### config.mk
export PLATFORM = sky130hd
export DESIGN_NAME = clock_source_select_wait
export DESIGN_NICKNAME = d
export VERILOG_FILES = /design/src/common/clk_sel_pkg.sv /design/src/hw/osc_wait_counter.sv /design/src/hw/clock_source_select_wait.sv
export SDC_FILE = /design/constraint.sdc
export NUM_CORES = 1
export LEC_CHECK = 0
export ABC_CLOCK_PERIOD_IN_PS = 4740
export BUFFER_PORTS_ARGS = -buffer_cell sky130_fd_sc_hd__buf_2
export CAP_MARGIN = 20
export CORE_MARGIN = 5
export CORE_UTILIZATION = 55
export DETAILED_ROUTE_END_ITERATION = 8
export HOLD_SLACK_MARGIN = 0.12
export MAX_ROUTING_LAYER = met4
export PLACE_DENSITY = 0.78
export REMOVE_ABC_BUFFERS = 1
export SLEW_MARGIN = 20
export SYNTH_ARGS = -nofsm -noshare
export SYNTH_HDL_FRONTEND = slang
export SYNTH_SLANG_ARGS = --single-unit
### constraint.sdc
create_clock -name CORE_CLK -period 4.74 [get_ports CORE_CLK]
set_input_delay 0.711 -clock CORE_CLK [delete_from_list [all_inputs] [get_ports CORE_CLK]]
set_output_delay 0.711 -clock CORE_CLK [all_outputs]
set_load 0.02 [all_outputs]
### src/common/clk_sel_pkg.sv
// Constants, field layout and decode helpers for the clock source select block.
// Assumes a single 40 MHz core clock and a software register port.
package clk_sel_pkg;

    // Register indices on the plain register port
    localparam int          REG_ADDR_W         = 4;
    localparam int          REG_DATA_W         = 16;
    localparam logic [3:0]  SYS_CLK_CTRL3_IDX  = 4'h0;
    localparam logic [3:0]  MAIN_WAIT_CTRL_IDX = 4'h1;
    localparam logic [3:0]  PLL_CTRL_IDX       = 4'h2;
    localparam logic [3:0]  PLL_CTRL_TWO_IDX   = 4'h3;
    localparam logic [3:0]  MAIN_OSC_CTRL_IDX  = 4'h4;
    localparam logic [3:0]  OSC_STABLE_IDX     = 4'h5;

    // Field positions
    localparam int SRC_SEL_LSB  = 8;
    localparam int SRC_SEL_MSB  = 10;
    localparam int WAIT_LSB     = 0;
    localparam int WAIT_MSB     = 4;
    localparam int PLL_DIV_LSB  = 0;
    localparam int PLL_DIV_MSB  = 1;
    localparam int PLL_MUL_LSB  = 8;
    localparam int PLL_MUL_MSB  = 11;
    localparam int RUN_BIT      = 0;
    localparam int MAIN_STB_BIT = 0;
    localparam int PLL_STB_BIT  = 1;

    typedef enum logic [2:0] {
        SRC_SLOW = 3'h0,
        SRC_FAST = 3'h1,
        SRC_MAIN = 3'h2,
        SRC_SUB  = 3'h3,
        SRC_PLL  = 3'h4
    } clk_src_t;

    // Reset values
    localparam logic [2:0] SRC_SEL_RST  = 3'h0;
    localparam logic [4:0] WAIT_RST     = 5'h00;
    localparam logic [1:0] PLL_DIV_RST  = 2'h0;
    localparam logic [3:0] PLL_MUL_RST  = 4'h0;
    localparam logic       RUN_RST      = 1'b0;

    // PLL ratio: multiplier code n gives 4 + n/2, reported doubled
    localparam logic [3:0] PLL_MUL_MAX  = 4'h8;
    localparam logic [4:0] PLL_MUL_BASE = 5'h08;
    localparam logic [1:0] PLL_DIV_MAX  = 2'h2;

    // Timing: slow internal oscillator cycle seen in core cycles
    localparam real CORE_CLK_MHZ      = 40.0;
    localparam real SLOW_OSC_PERIOD_US = 0.25;
    localparam int  SLOW_TICK_CYCLES   = (SLOW_OSC_PERIOD_US * CORE_CLK_MHZ < 1.0) ? 1 :
                                         int'($floor(SLOW_OSC_PERIOD_US * CORE_CLK_MHZ));
    localparam int  WAIT_W             = 20;

    function automatic logic wait_code_ok(input logic newer, input logic [4:0] code);
        return newer ? (code <= 5'h07) : (code <= 5'h0f);
    endfunction

    function automatic logic [WAIT_W-1:0] wait_ticks(input logic newer, input logic [4:0] code);
        logic [WAIT_W-1:0] n;
        n = 20'h00002;
        if (newer) begin
            if (code != 5'h00 && code <= 5'h07)
                n = 20'h00200 << code[2:0];
        end else begin
            case (code)
                5'h00:   n = 20'h00002;
                5'h01:   n = 20'h00004;
                5'h02:   n = 20'h00008;
                5'h03:   n = 20'h00010;
                5'h04:   n = 20'h00020;
                5'h05:   n = 20'h00100;
                5'h06:   n = 20'h00200;
                5'h07:   n = 20'h00400;
                5'h08:   n = 20'h00800;
                5'h09:   n = 20'h01000;
                5'h0a:   n = 20'h04000;
                5'h0b:   n = 20'h08000;
                5'h0c:   n = 20'h10000;
                5'h0d:   n = 20'h20000;
                5'h0e:   n = 20'h40000;
                5'h0f:   n = 20'h80000;
                default: n = 20'h00002;
            endcase
        end
        return n;
    endfunction

    function automatic logic src_code_ok(input logic has_pll, input logic [2:0] code);
        return (code <= 3'h3) || (has_pll && code == 3'h4);
    endfunction

endpackage

### src/hw/osc_wait_counter.sv
// Main oscillator stabilization wait counter.
// Assumes tick is a one-cycle pulse per slow internal oscillator cycle.
`timescale 1ns/1ps
module osc_wait_counter #(
    parameter int WAIT_W = 20
) (
    // Clock and reset
    input  wire logic              clk,
    input  wire logic              reset,
    // Control
    input  wire logic              start,
    input  wire logic              tick,
    input  wire logic [WAIT_W-1:0] target,
    // Status
    output logic                   stable
);
    typedef enum logic [1:0] {
        W_IDLE  = 2'b00,
        W_COUNT = 2'b01,
        W_DONE  = 2'b11
    } wait_state_t;

    wait_state_t       state_r;
    logic [WAIT_W-1:0] count_r;

    always_ff @(posedge clk) begin
        if (reset) begin
            state_r <= W_IDLE;
            count_r <= '0;
        end else if (!start) begin
            state_r <= W_IDLE;
            count_r <= '0;
        end else begin
            case (state_r)
                W_IDLE: begin
                    state_r <= W_COUNT;
                    count_r <= '0;
                end
                W_COUNT: begin
                    if (tick) begin
                        count_r <= count_r + 1'b1;
                        if (count_r + 1'b1 >= target)
                            state_r <= W_DONE;
                    end
                end
                W_DONE:  state_r <= W_DONE;
                default: state_r <= W_IDLE;
            endcase
        end
    end

    assign stable = (state_r == W_DONE);
endmodule

### src/hw/clock_source_select_wait.sv
// Clock source selection, oscillator wait and PLL ratio registers.
// Assumes software on a plain register port and synchronous inputs.
//
// Strobed register access and the register offsets were chosen for this implementation.
`timescale 1ns/1ps

// Summary of operation
// - Bits 10:8 pick slow, fast, main, sub source
// - PLL variant: code 100 selects PLL output
// - Older variant: sixteen wait codes, 2 to 524288
// - Newer variant: code 0 is 2, then 1024..65536
// - Newer variant counts slow oscillator cycles, 0.25us
// - PLL multiplier 4 to 8 in half steps
// - PLL input main clock divided 1, 2, 4
module clock_source_select_wait #(
    parameter bit HAS_PLL    = 1'b1,
    parameter int WAIT_SHIFT = 0
) (
    // Clock and reset
    input  wire logic                                  CORE_CLK,
    input  wire logic                                  RESET,
    // Register port
    input  wire logic [clk_sel_pkg::REG_ADDR_W-1:0]    REG_ADDR,
    input  wire logic [clk_sel_pkg::REG_DATA_W-1:0]    REG_WDATA,
    input  wire logic                                  REG_WR,
    input  wire logic                                  REG_RD,
    output logic      [clk_sel_pkg::REG_DATA_W-1:0]    REG_RDATA,
    // Clock tree controls
    output logic      [4:0]                            CLK_SRC_SEL,
    output logic                                       MAIN_OSC_EN,
    output logic                                       MAIN_OSC_STABLE,
    output logic                                       PLL_EN,
    output logic      [2:0]                            PLL_IN_DIV,
    output logic      [4:0]                            PLL_MUL_X2
);
    localparam int TICK_W = $clog2(clk_sel_pkg::SLOW_TICK_CYCLES + 1);
    localparam logic [TICK_W-1:0] TICK_LAST = TICK_W'(clk_sel_pkg::SLOW_TICK_CYCLES - 1);

    logic [2:0]  src_sel_r;
    logic [4:0]  wait_code_r;
    logic [1:0]  pll_div_r;
    logic [3:0]  pll_mul_r;
    logic        pll_run_r;
    logic        main_run_r;
    logic [TICK_W-1:0] tick_cnt_r;
    logic        slow_tick;
    logic        main_stable;
    logic [clk_sel_pkg::WAIT_W-1:0] wait_target;
    logic [clk_sel_pkg::WAIT_W-1:0] wait_full;
    logic [clk_sel_pkg::REG_DATA_W-1:0] rdata_nxt;

    function automatic logic is_wr(input logic [3:0] a, input logic [3:0] idx);
        return REG_WR && (a == idx);
    endfunction

    // Source select; an illegal code keeps the previous source
    always_ff @(posedge CORE_CLK) begin
        if (RESET)
            src_sel_r <= clk_sel_pkg::SRC_SEL_RST;
        else if (is_wr(REG_ADDR, clk_sel_pkg::SYS_CLK_CTRL3_IDX) &&
                 clk_sel_pkg::src_code_ok(HAS_PLL,
                     REG_WDATA[clk_sel_pkg::SRC_SEL_MSB:clk_sel_pkg::SRC_SEL_LSB]))
            src_sel_r <= REG_WDATA[clk_sel_pkg::SRC_SEL_MSB:clk_sel_pkg::SRC_SEL_LSB];
    end

    // Wait code; unlisted codes are refused rather than left undefined
    always_ff @(posedge CORE_CLK) begin
        if (RESET)
            wait_code_r <= clk_sel_pkg::WAIT_RST;
        else if (is_wr(REG_ADDR, clk_sel_pkg::MAIN_WAIT_CTRL_IDX) &&
                 clk_sel_pkg::wait_code_ok(HAS_PLL,
                     REG_WDATA[clk_sel_pkg::WAIT_MSB:clk_sel_pkg::WAIT_LSB]))
            wait_code_r <= REG_WDATA[clk_sel_pkg::WAIT_MSB:clk_sel_pkg::WAIT_LSB];
    end

    // PLL ratios
    always_ff @(posedge CORE_CLK) begin
        if (RESET) begin
            pll_div_r <= clk_sel_pkg::PLL_DIV_RST;
            pll_mul_r <= clk_sel_pkg::PLL_MUL_RST;
        end else if (HAS_PLL && is_wr(REG_ADDR, clk_sel_pkg::PLL_CTRL_IDX)) begin
            if (REG_WDATA[clk_sel_pkg::PLL_DIV_MSB:clk_sel_pkg::PLL_DIV_LSB]
                    <= clk_sel_pkg::PLL_DIV_MAX)
                pll_div_r <= REG_WDATA[clk_sel_pkg::PLL_DIV_MSB:clk_sel_pkg::PLL_DIV_LSB];
            if (REG_WDATA[clk_sel_pkg::PLL_MUL_MSB:clk_sel_pkg::PLL_MUL_LSB]
                    <= clk_sel_pkg::PLL_MUL_MAX)
                pll_mul_r <= REG_WDATA[clk_sel_pkg::PLL_MUL_MSB:clk_sel_pkg::PLL_MUL_LSB];
        end
    end

    // Run bits for PLL and main oscillator
    always_ff @(posedge CORE_CLK) begin
        if (RESET) begin
            pll_run_r  <= clk_sel_pkg::RUN_RST;
            main_run_r <= clk_sel_pkg::RUN_RST;
        end else begin
            if (HAS_PLL && is_wr(REG_ADDR, clk_sel_pkg::PLL_CTRL_TWO_IDX))
                pll_run_r <= REG_WDATA[clk_sel_pkg::RUN_BIT];
            if (is_wr(REG_ADDR, clk_sel_pkg::MAIN_OSC_CTRL_IDX))
                main_run_r <= REG_WDATA[clk_sel_pkg::RUN_BIT];
        end
    end

    // Slow internal oscillator cycle marker
    always_ff @(posedge CORE_CLK) begin
        if (RESET)
            tick_cnt_r <= '0;
        else if (tick_cnt_r == TICK_LAST)
            tick_cnt_r <= '0;
        else
            tick_cnt_r <= tick_cnt_r + 1'b1;
    end
    assign slow_tick = (tick_cnt_r == TICK_LAST);

    // Core cycles since the last slow tick; lets the period check avoid long repeats
    logic [3:0] tick_gap_r;
    always_ff @(posedge CORE_CLK) begin
        if (RESET || slow_tick)
            tick_gap_r <= 4'h0;
        else if (tick_gap_r != 4'hf)
            tick_gap_r <= tick_gap_r + 4'h1;
    end

    // WAIT_SHIFT only shortens simulation; the floor of one tick stays
    assign wait_full   = clk_sel_pkg::wait_ticks(HAS_PLL, wait_code_r);
    assign wait_target = ((wait_full >> WAIT_SHIFT) == '0) ?
                         clk_sel_pkg::WAIT_W'(1) : (wait_full >> WAIT_SHIFT);

    osc_wait_counter #(
        .WAIT_W (clk_sel_pkg::WAIT_W)
    ) u_main_wait (
        .clk    (CORE_CLK),
        .reset  (RESET),
        .start  (main_run_r),
        .tick   (slow_tick),
        .target (wait_target),
        .stable (main_stable)
    );

    // Outputs
    always_ff @(posedge CORE_CLK) begin
        if (RESET) begin
            CLK_SRC_SEL     <= 5'h01;
            MAIN_OSC_EN     <= 1'b0;
            MAIN_OSC_STABLE <= 1'b0;
            PLL_EN          <= 1'b0;
            PLL_IN_DIV      <= 3'h1;
            PLL_MUL_X2      <= clk_sel_pkg::PLL_MUL_BASE;
        end else begin
            CLK_SRC_SEL     <= 5'h01 << src_sel_r;
            MAIN_OSC_EN     <= main_run_r;
            MAIN_OSC_STABLE <= main_stable;
            PLL_EN          <= pll_run_r;
            PLL_IN_DIV      <= 3'h1 << pll_div_r;
            PLL_MUL_X2      <= clk_sel_pkg::PLL_MUL_BASE + {1'b0, pll_mul_r};
        end
    end

    // Read path; unmapped addresses read zero
    always_comb begin
        rdata_nxt = '0;
        case (REG_ADDR)
            clk_sel_pkg::SYS_CLK_CTRL3_IDX:
                rdata_nxt[clk_sel_pkg::SRC_SEL_MSB:clk_sel_pkg::SRC_SEL_LSB] = src_sel_r;
            clk_sel_pkg::MAIN_WAIT_CTRL_IDX:
                rdata_nxt[clk_sel_pkg::WAIT_MSB:clk_sel_pkg::WAIT_LSB] = wait_code_r;
            clk_sel_pkg::PLL_CTRL_IDX: begin
                rdata_nxt[clk_sel_pkg::PLL_DIV_MSB:clk_sel_pkg::PLL_DIV_LSB] = pll_div_r;
                rdata_nxt[clk_sel_pkg::PLL_MUL_MSB:clk_sel_pkg::PLL_MUL_LSB] = pll_mul_r;
            end
            clk_sel_pkg::PLL_CTRL_TWO_IDX:
                rdata_nxt[clk_sel_pkg::RUN_BIT] = pll_run_r;
            clk_sel_pkg::MAIN_OSC_CTRL_IDX:
                rdata_nxt[clk_sel_pkg::RUN_BIT] = main_run_r;
            clk_sel_pkg::OSC_STABLE_IDX: begin
                rdata_nxt[clk_sel_pkg::MAIN_STB_BIT] = main_stable;
                rdata_nxt[clk_sel_pkg::PLL_STB_BIT]  = main_stable && pll_run_r;
            end
            default: rdata_nxt = '0;
        endcase
    end

    always_ff @(posedge CORE_CLK) begin
        if (RESET)
            REG_RDATA <= '0;
        else if (REG_RD)
            REG_RDATA <= rdata_nxt;
        else
            REG_RDATA <= '0;
    end
endmodule

==> results of run 1 <==
-- layout make-up --
class | count | area [um^2]
Inverter | 5 | 18.8
Clock inverter | 6 | 65.1
Multi-Input combinational cell | 289 | 1800
Timing Repair Buffer | 43 | 220
Tap cell | 75 | 93.8
Fill cell | 524 | 2140
Sequential cell | 67 | 1340
Clock buffer | 10 | 138
-- cell usage after synthesis, drive strengths merged (3+ instances only) --
library cell	count
nand2	27
nor3b	6
xnor2	9
dfxtp	67
inv	5
nor2b	6
and4	4
and2	5
nor4	4
ha	13
a21oi	22
and3	4
a21o	5
or3	4
nand2b	6
o21ai	16
nand3	17
nor2	55
clkbuf	9
a22oi	7
buf	12
mux2i	13
nand4	5
or2	3
nor3	19
-- routing by layer --
layer  track usage, %  part of all wire [%]  vias up
li1                 -                     -     1399
met1             24.5                    45     1255
met2             32.5                    48       71
met3             4.82                   5.0        7
met4             8.78                   1.3        0
met5                -                     0        -
-- sequential cells by signal, indices dropped and copies added (netlist names) --
register / cells
MAIN_OSC_STABLE: 1
src_sel_r: 3
tick_cnt_r: 4
PLL_EN: 1
u_main_wait.count_r: 20
wait_code_r: 5
pll_mul_r: 4
pll_div_r: 2
REG_RDATA: 9
PLL_IN_DIV: 3
MAIN_OSC_EN: 1
u_main_wait.state_r: 2
main_run_r: 1
CLK_SRC_SEL: 5
PLL_MUL_X2: 5
pll_run_r: 1
-- through the flow --
stage | area (um^2) | power [mW]
2_1_floorplan | 3160 | 0.606
3_3_place_gp | 3470 | 0.626
3_5_place_dp | 3470 | 0.627
4_1_cts | 3680 | 1.10
5_1_grt | 3680 | 1.13
6_report | 3680 | 1.09
-- cell usage in the layout, fill, tap and decap left out, types with 3 or more instances in the layout --
cell,count
nand2b_1,6
mux2i_1,13
and2_1,5
o21ai_0,16
nor2_1,55
nand2_1,26
nor4_1,3
a22oi_1,7
buf_2,41
nor3b_1,6
a21oi_1,22
dfxtp_1,67
nand4_1,3
a21o_1,5
inv_1,5
and3_1,4
xnor2_1,9
nor2b_1,6
clkbuf_8,10
conb_1,9
nand3_1,16
ha_1,13
nor3_1,18
or3_1,4
-- power by group --
| group | switching [mW] | total [mW] | internal, mW |
|---|---|---|---|
| registers | 0.00350 | 0.570 | 0.567 |
| logic | 0.0290 | 0.0447 | 0.0156 |
| clock network | 0.216 | 0.472 | 0.257 |
-- cells by family after synthesis --
| family | synth area share [%] |
|---|---|
| buffers and inverters | 4.08 |
| AND/OR/NAND/NOR | 28.2 |
| flip-flops | 41.3 |
| multiplexers | 4.70 |
| adder cells (fa/ha/maj) | 5.01 |
| XOR/XNOR | 2.97 |
| AO/OA/AOI/OAI | 13.5 |
| other | 0.231 |
-- critical path, stage by stage (launching register included) --
cell and delay [ns]:
dfxtp_1 0.43, ha_1 0.28, nand3_2 0.15, nor2_1 0.35
nand4_1 0.16, xnor2_1 0.24, ha_1 0.30, a21o_1 0.18
a21oi_1 0.20, nand3_1 0.09, a211oi_1 0.22, o31ai_1 0.09
-- path summary, 6_finish.rpt --
check	from	end	slack, ns	cells after the start
setup reg to reg	u_main_wait.count_r[0]$_SDFFE_PP0P_	u_main_wait.state_r[1]$_SDFFE_PP0P_	1.92	11
hold / removal	pll_mul_r[3]$_SDFFE_PP0P_	PLL_MUL_X2[3]$_SDFF_PP1_	0.43	1
hold reg to reg	pll_mul_r[3]$_SDFFE_PP0P_	PLL_MUL_X2[3]$_SDFF_PP1_	0.43	1
setup / recovery	u_main_wait.count_r[0]$_SDFFE_PP0P_	u_main_wait.state_r[1]$_SDFFE_PP0P_	1.92	11
==> impl_metrics.py, run 1 <==
metrics = {
    "status": {
        "outcome": "complete, no violations",
    },
    "routing": {
        "wl_mm": 6.87,
        "dr.pass1.iters": 4,
        "drt_first_iter_violations": 166,
        "vias": 2732,
        "drt-vias-per-instance": 5.52,
        "wl_per_cell_um": 13.9,
        "drc": 0,
        "ant_nets": 0,
    },
    "final_layout": {
        "fin_cells": 495,
        "drive_above_1_share_pct": 17.4,
        "finish.utilization_pct": 63.2,
        "diodes": 0,
        "final_nets": 452,
        "area_growth_pct": 13.2,
    },
    "synthesis": {
        "synth_area_um2": 3250,
        "yosysSeqAreaShare_pct": 41.3,
        "synth_warnings": 0,
        "synth_top_cell_area_share_pct": 41.3,
        "synth_area_leader_cell": "dfxtp_1",
        "synth_flop_cell": "dfxtp_1",
        "synthDistinctLibCells": 58,
        "synthTopCellsByArea": "dfxtp_1 41%, nor2_1 6.4%, ha_1 5.0%",
        "synth_area_per_cell_um2": 8.66,
        "synth-seq-cells": 67,
        "synth_edf_count": 0,
        "ys_async_sr_fraction_pct": 0,
        "synth_cells": 375,
    },
    "floorplan": {
        "std_cell_rows": 28,
        "die-area_um2": 7540,
        "die_w_um": 86.9,
        "die_y_um": 86.9,
        "ios": 56,
        "core_area_um2": 5820,
        "start_util_pct": 55.9,
    },
    "timing": {
        "tightest_slew_ns": 0.856,
        "hold_ws_ns": 0.427,
        "fin_ws_ns": 1.92,
        "setup_violations": 0,
        "finClkSkew_ns": 0.00760,
        "slew_viol_final": 0,
        "rsz0062_at_grt": "false",
        "period_share_pct": 59.5,
        "final-hold-violation-count": 0,
        "max_freq_mhz": 355,
        "setup_tns_ns": 0,
        "fin_crit_ns": 2.82,
        "slew-limit-headroom_pct": 42.9,
    },
    "clock_tree": {
        "cts_tree": "built",
        "cts_max_level": 3,
        "cts_setup_buffers": 0,
        "cts_root_buffer": "clkbuf_8",
        "clk_path_buf_depth": 2,
        "ctsResizeCount": 0,
        "clkTransAtPathRegs_ns": 0.07,
        "clk_latency_ns": 0.34,
        "cts.sinks": 67,
        "cts_buffers": 9,
        "hold_buffers": 0,
    },
    "worst_setup_path": {
        "worst_ep_arrival_time_ns": 3.04,
        "crit_path_start_kind": "flop",
        "crit_type": "reg2reg",
        "cp-end-kind": "flop",
        "crit_fanout": 7,
        "crit_required_ns": 4.96,
    },
    "placed_design": {
        "gp_congestion": 0.858,
        "place_ws_ns": 1.93,
        "placed_cells": 479,
        "port_buffers": 41,
        "hpwl_mm": 4.95,
    },
    "global_routing": {
        "first_global_vias": 2712,
        "antenna_found_initial": 0,
        "grt_pass1_wl_mm": 11.9,
        "grt_start_max_net_pins": 35,
        "grt.total_usage_pct": 20.4,
        "grt_overflow": 0,
    },
    "min_path": {
        "hold_path_class": "reg2reg",
    },
    "pwr": {
        "p_per_area_nw_per_um2": 296,
        "p_leak_nw": 1.60,
        "ir_worst_vdd_mv": 0.271,
    },
    "flow_run": {
        "cap_violations": 0,
    },
}
Power figures use the tool's default switching activity.
==> run 2, diff against run 1 <==
--- a/config.mk
+++ b/config.mk
@@ -5,7 +5,8 @@
 export SDC_FILE = /design/constraint.sdc
 export NUM_CORES = 1
 export LEC_CHECK = 0
-export ABC_CLOCK_PERIOD_IN_PS = 4740
+export ABC_AREA = 1
+export ABC_CLOCK_PERIOD_IN_PS = 2720
 export BUFFER_PORTS_ARGS = -buffer_cell sky130_fd_sc_hd__buf_2
 export CAP_MARGIN = 20
 export CORE_MARGIN = 5
==> constraint.sdc (replaced) <==
create_clock -name CORE_CLK -period 2.72 [get_ports CORE_CLK]
set_input_delay 0.408 -clock CORE_CLK [delete_from_list [all_inputs] [get_ports CORE_CLK]]
set_output_delay 0.408 -clock CORE_CLK [all_outputs]
set_load 0.02 [all_outputs]
==> run 2 against run 1 <==
- maximum frequency is 16% higher
- wire length is 3.4% higher
- sequential share of layout area is 1.3 points lower
- via count is 11% higher
- combinational power is 78% higher
- cell count is 21% higher
- first-iteration DRC count is 27% lower
- flip-flop and latch count stayed put
==> impl_metrics.py, run 2 <==
metrics = {
    "pwr": {
        "p_leak_nw": 1.68,
        "ir_worst_vdd_mv": 0.396,
        "p_per_area_nw_per_um2": 527,
    },
    "timing": {
        "slew-limit-headroom_pct": 56.1,
        "max_freq_mhz": 410,
        "rsz0062_at_grt": "false",
        "setup_tns_ns": 0,
        "finClkSkew_ns": 0.00888,
        "final-hold-violation-count": 0,
        "setup_violations": 0,
        "tightest_slew_ns": 0.657,
        "fin_crit_ns": 2.44,
        "period_share_pct": 89.6,
        "slew_viol_final": 0,
    },
    "synthesis": {
        "synth_warnings": 0,
        "synth-seq-cells": 67,
        "yosysSeqAreaShare_pct": 40.1,
        "synth_most_common_cell": "nand2_1",
        "synth_flop_cell": "dfxtp_1",
        "synth_area_um2": 3350,
        "synthDistinctLibCells": 35,
        "synth_common_cells": "135 x nand2_1, 67 x dfxtp_1, 59 x inv_1",
        "ys_async_sr_fraction_pct": 0,
        "synth_top_cell_area_share_pct": 40.1,
        "synth_area_per_cell_um2": 7.06,
        "synth_cells": 474,
        "synth_area_leader_cell": "dfxtp_1",
        "synthTopCellsByArea": "dfxtp_1 40%, nand2_1 15%, inv_1 6.6%",
        "synth_edf_count": 0,
    },
    "routing": {
        "dr.pass1.iters": 4,
        "drt-vias-per-instance": 5.06,
        "ant_nets": 0,
        "wl_mm": 7.11,
        "drt_first_iter_violations": 122,
        "vias": 3030,
        "wl_per_cell_um": 11.9,
        "drc": 0,
    },
    "global_routing": {
        "antenna_found_initial": 0,
        "grt_start_max_net_pins": 21,
        "grt_pass1_wl_mm": 12.2,
        "grt_util_met1_pct": 24.4,
        "first_global_vias": 2847,
        "busiest_layer": "met2",
        "grt.total_usage_pct": 20.8,
        "met3_usage_pct": 3.86,
        "grt.met2_usage_pct": 33.8,
        "grt_overflow": 0,
    },
    "final_layout": {
        "mostFrequentLayoutCell": "nand2_1",
        "top_register": "u_main_wait.count_r",
        "final_nets": 556,
        "area_growth_pct": 14.0,
        "largest_register_ff_count": 20,
        "diodes": 0,
        "stdcell_area_um2": 3820,
        "drive_above_1_share_pct": 14.9,
        "mostFrequentLayoutCells": "135 x nand2_1, 66 x dfxtp_1, 59 x inv_1, 47 x nor2_1, 42 x a21oi_1",
        "reg_top3": "u_main_wait.count_r (20), REG_RDATA (9)",
    },
    "worst_setup_path": {
        "worst_ep_arrival_time_ns": 2.72,
        "critPathLaunch": "u_main_wait.count_r[0]$_SDFFE_PP0P_",
        "ff2ff_path_depth": 15,
        "critical_path_depth": 15,
        "r2r_start": "u_main_wait.count_r[0]$_SDFFE_PP0P_",
        "path_buf_inv": 1,
        "cp_slowest_stage_delay_ns": 0.41,
        "crit_top_cell": "nand2_1",
        "crit_fanout": 8,
        "crit_family": "simple AND/OR/NAND/NOR gates",
        "crit_type": "reg2reg",
        "ff2ff_setup_slack_ns": 0.28,
        "crit_required_ns": 3.00,
        "cp_slowest_cell": "dfxtp_2",
        "r2r-end": "u_main_wait.state_r[1]$_SDFFE_PP0P_",
        "cp_cell_sequence": "ha_1 > nand2_1 > nor2_4 > nand2_2 > nor3_4 > nand2_1 > xor2_1 > inv_1 > ha_1 > nand2_1 > o21ai_0 > a21oi_1 > nand2_1 > nand2_1 > a21oi_2",
        "crit_path_start_kind": "flop",
        "cp-end-kind": "flop",
    },
    "clock_tree": {
        "cts_max_level": 3,
        "clkTransAtPathRegs_ns": 0.07,
        "cts.sinks": 67,
        "cts_buffers": 9,
        "clk_latency_ns": 0.35,
        "cts_tree": "built",
        "clk_path_buf_depth": 2,
        "cts_root_buffer": "clkbuf_8",
    },
    "min_path": {
        "worstHoldEndpoint": "src_sel_r[1]$_SDFFE_PP0P_",
        "hold_start": "REG_WDATA[9]",
        "hold_path_class": "in2reg",
        "hold_path_depth": 3,
    },
    "floorplan": {
        "die-area_um2": 7750,
        "ios": 56,
        "core_area_um2": 5920,
        "std_cell_rows": 28,
        "die_y_um": 88.0,
        "die_w_um": 88.0,
        "start_util_pct": 56.5,
    },
    "placed_design": {
        "gp_congestion": 0.975,
        "dpl-instance-area_um2": 3590,
        "hpwl_mm": 5.17,
        "port_buffers": 41,
    },
    "status": {
        "outcome": "complete, no violations",
    },
    "flow_run": {
        "cap_violations": 0,
    },
}
-- run 2: cell type report --
type | instances | area, um^2
Clock buffer | 9 | 124
Clock inverter | 7 | 98.8
Fill cell | 539 | 2100
Inverter | 61 | 229
Multi-Input combinational cell | 339 | 1720
Sequential cell | 67 | 1340
Tap cell | 75 | 93.8
Timing Repair Buffer | 41 | 205
-- run 2: report_power, final --
| group | internal, mW | switching (mW) | total, mW |
|---|---|---|---|
| combinational | 0.0240 | 0.0558 | 0.0797 |
| sequential | 0.989 | 0.00683 | 0.996 |
| clock | 0.522 | 0.414 | 0.936 |
| total | 1.54 | 0.477 | 2.01 |
-- run 2: cell families after synthesis --
kind of cell	synth area share (%)
simple gates	31.7
buf+inv	9.23
compound gates	11.1
flops	40.1
fa+ha+maj	4.86
xor+xnor	2.84
other cells	0.224
-- run 2: what timing repair did --
| action | in CTS | in global routing |
|---|---|---|
| hold buffers | 0 | 0 |
| endpoints found under the hold margin | 0 | 0 |
| resized for setup | 0 | 1 |
| buffers inserted | 0 | 0 |
| endpoints found under the setup margin | 0 | 1 |
-- run 2: how the worst max path moves through the flow --
stage / end
floorplan: u_main_wait.state_r[1]$_SDFFE_PP0P_
global placement: u_main_wait.state_r[1]$_SDFFE_PP0P_
detailed placement: u_main_wait.state_r[1]$_SDFFE_PP0P_
CTS: u_main_wait.state_r[1]$_SDFFE_PP0P_
global route: u_main_wait.state_r[1]$_SDFFE_PP0P_
finish: u_main_wait.state_r[1]$_SDFFE_PP0P_
-- run 2: worst register-to-register path: stages (launching register included) --
cell     delay (ns)
dfxtp_2        0.41
ha_1           0.23
nand2_1        0.11
nor2_4         0.18
nand2_2        0.10
nor3_4         0.19
nand2_1        0.09
xor2_1         0.14
inv_1          0.07
ha_1           0.27
nand2_1        0.06
o21ai_0        0.20
a21oi_1        0.09
nand2_1        0.07
nand2_1        0.06
a21oi_2        0.11
-- run 2: stage by stage --
step	hold WS, ns	cells	setup WS (ns)	power, mW	util [%]
final	0.328	599	0.283	2.01	64.5
after global routing	0.323	599	0.0412	2.10	64.5
after detailed placement	0.440	583	0.232	1.10	60.7
after global placement	0.440	583	0.267	1.10	60.7
after floorplan	0.415	467	0.495	1.06	-
after CTS	0.310	599	0.191	2.03	64.4
-- run 2: metal layers --
layer | wire length (um) | vias up | part of all wire [%]
met5 | 0 | - | 0
met4 | 123 | 0 | 1.7
met3 | 355 | 10 | 5.0
met2 | 3360 | 74 | 47
met1 | 3270 | 1359 | 46
li1 | - | 1587 | -
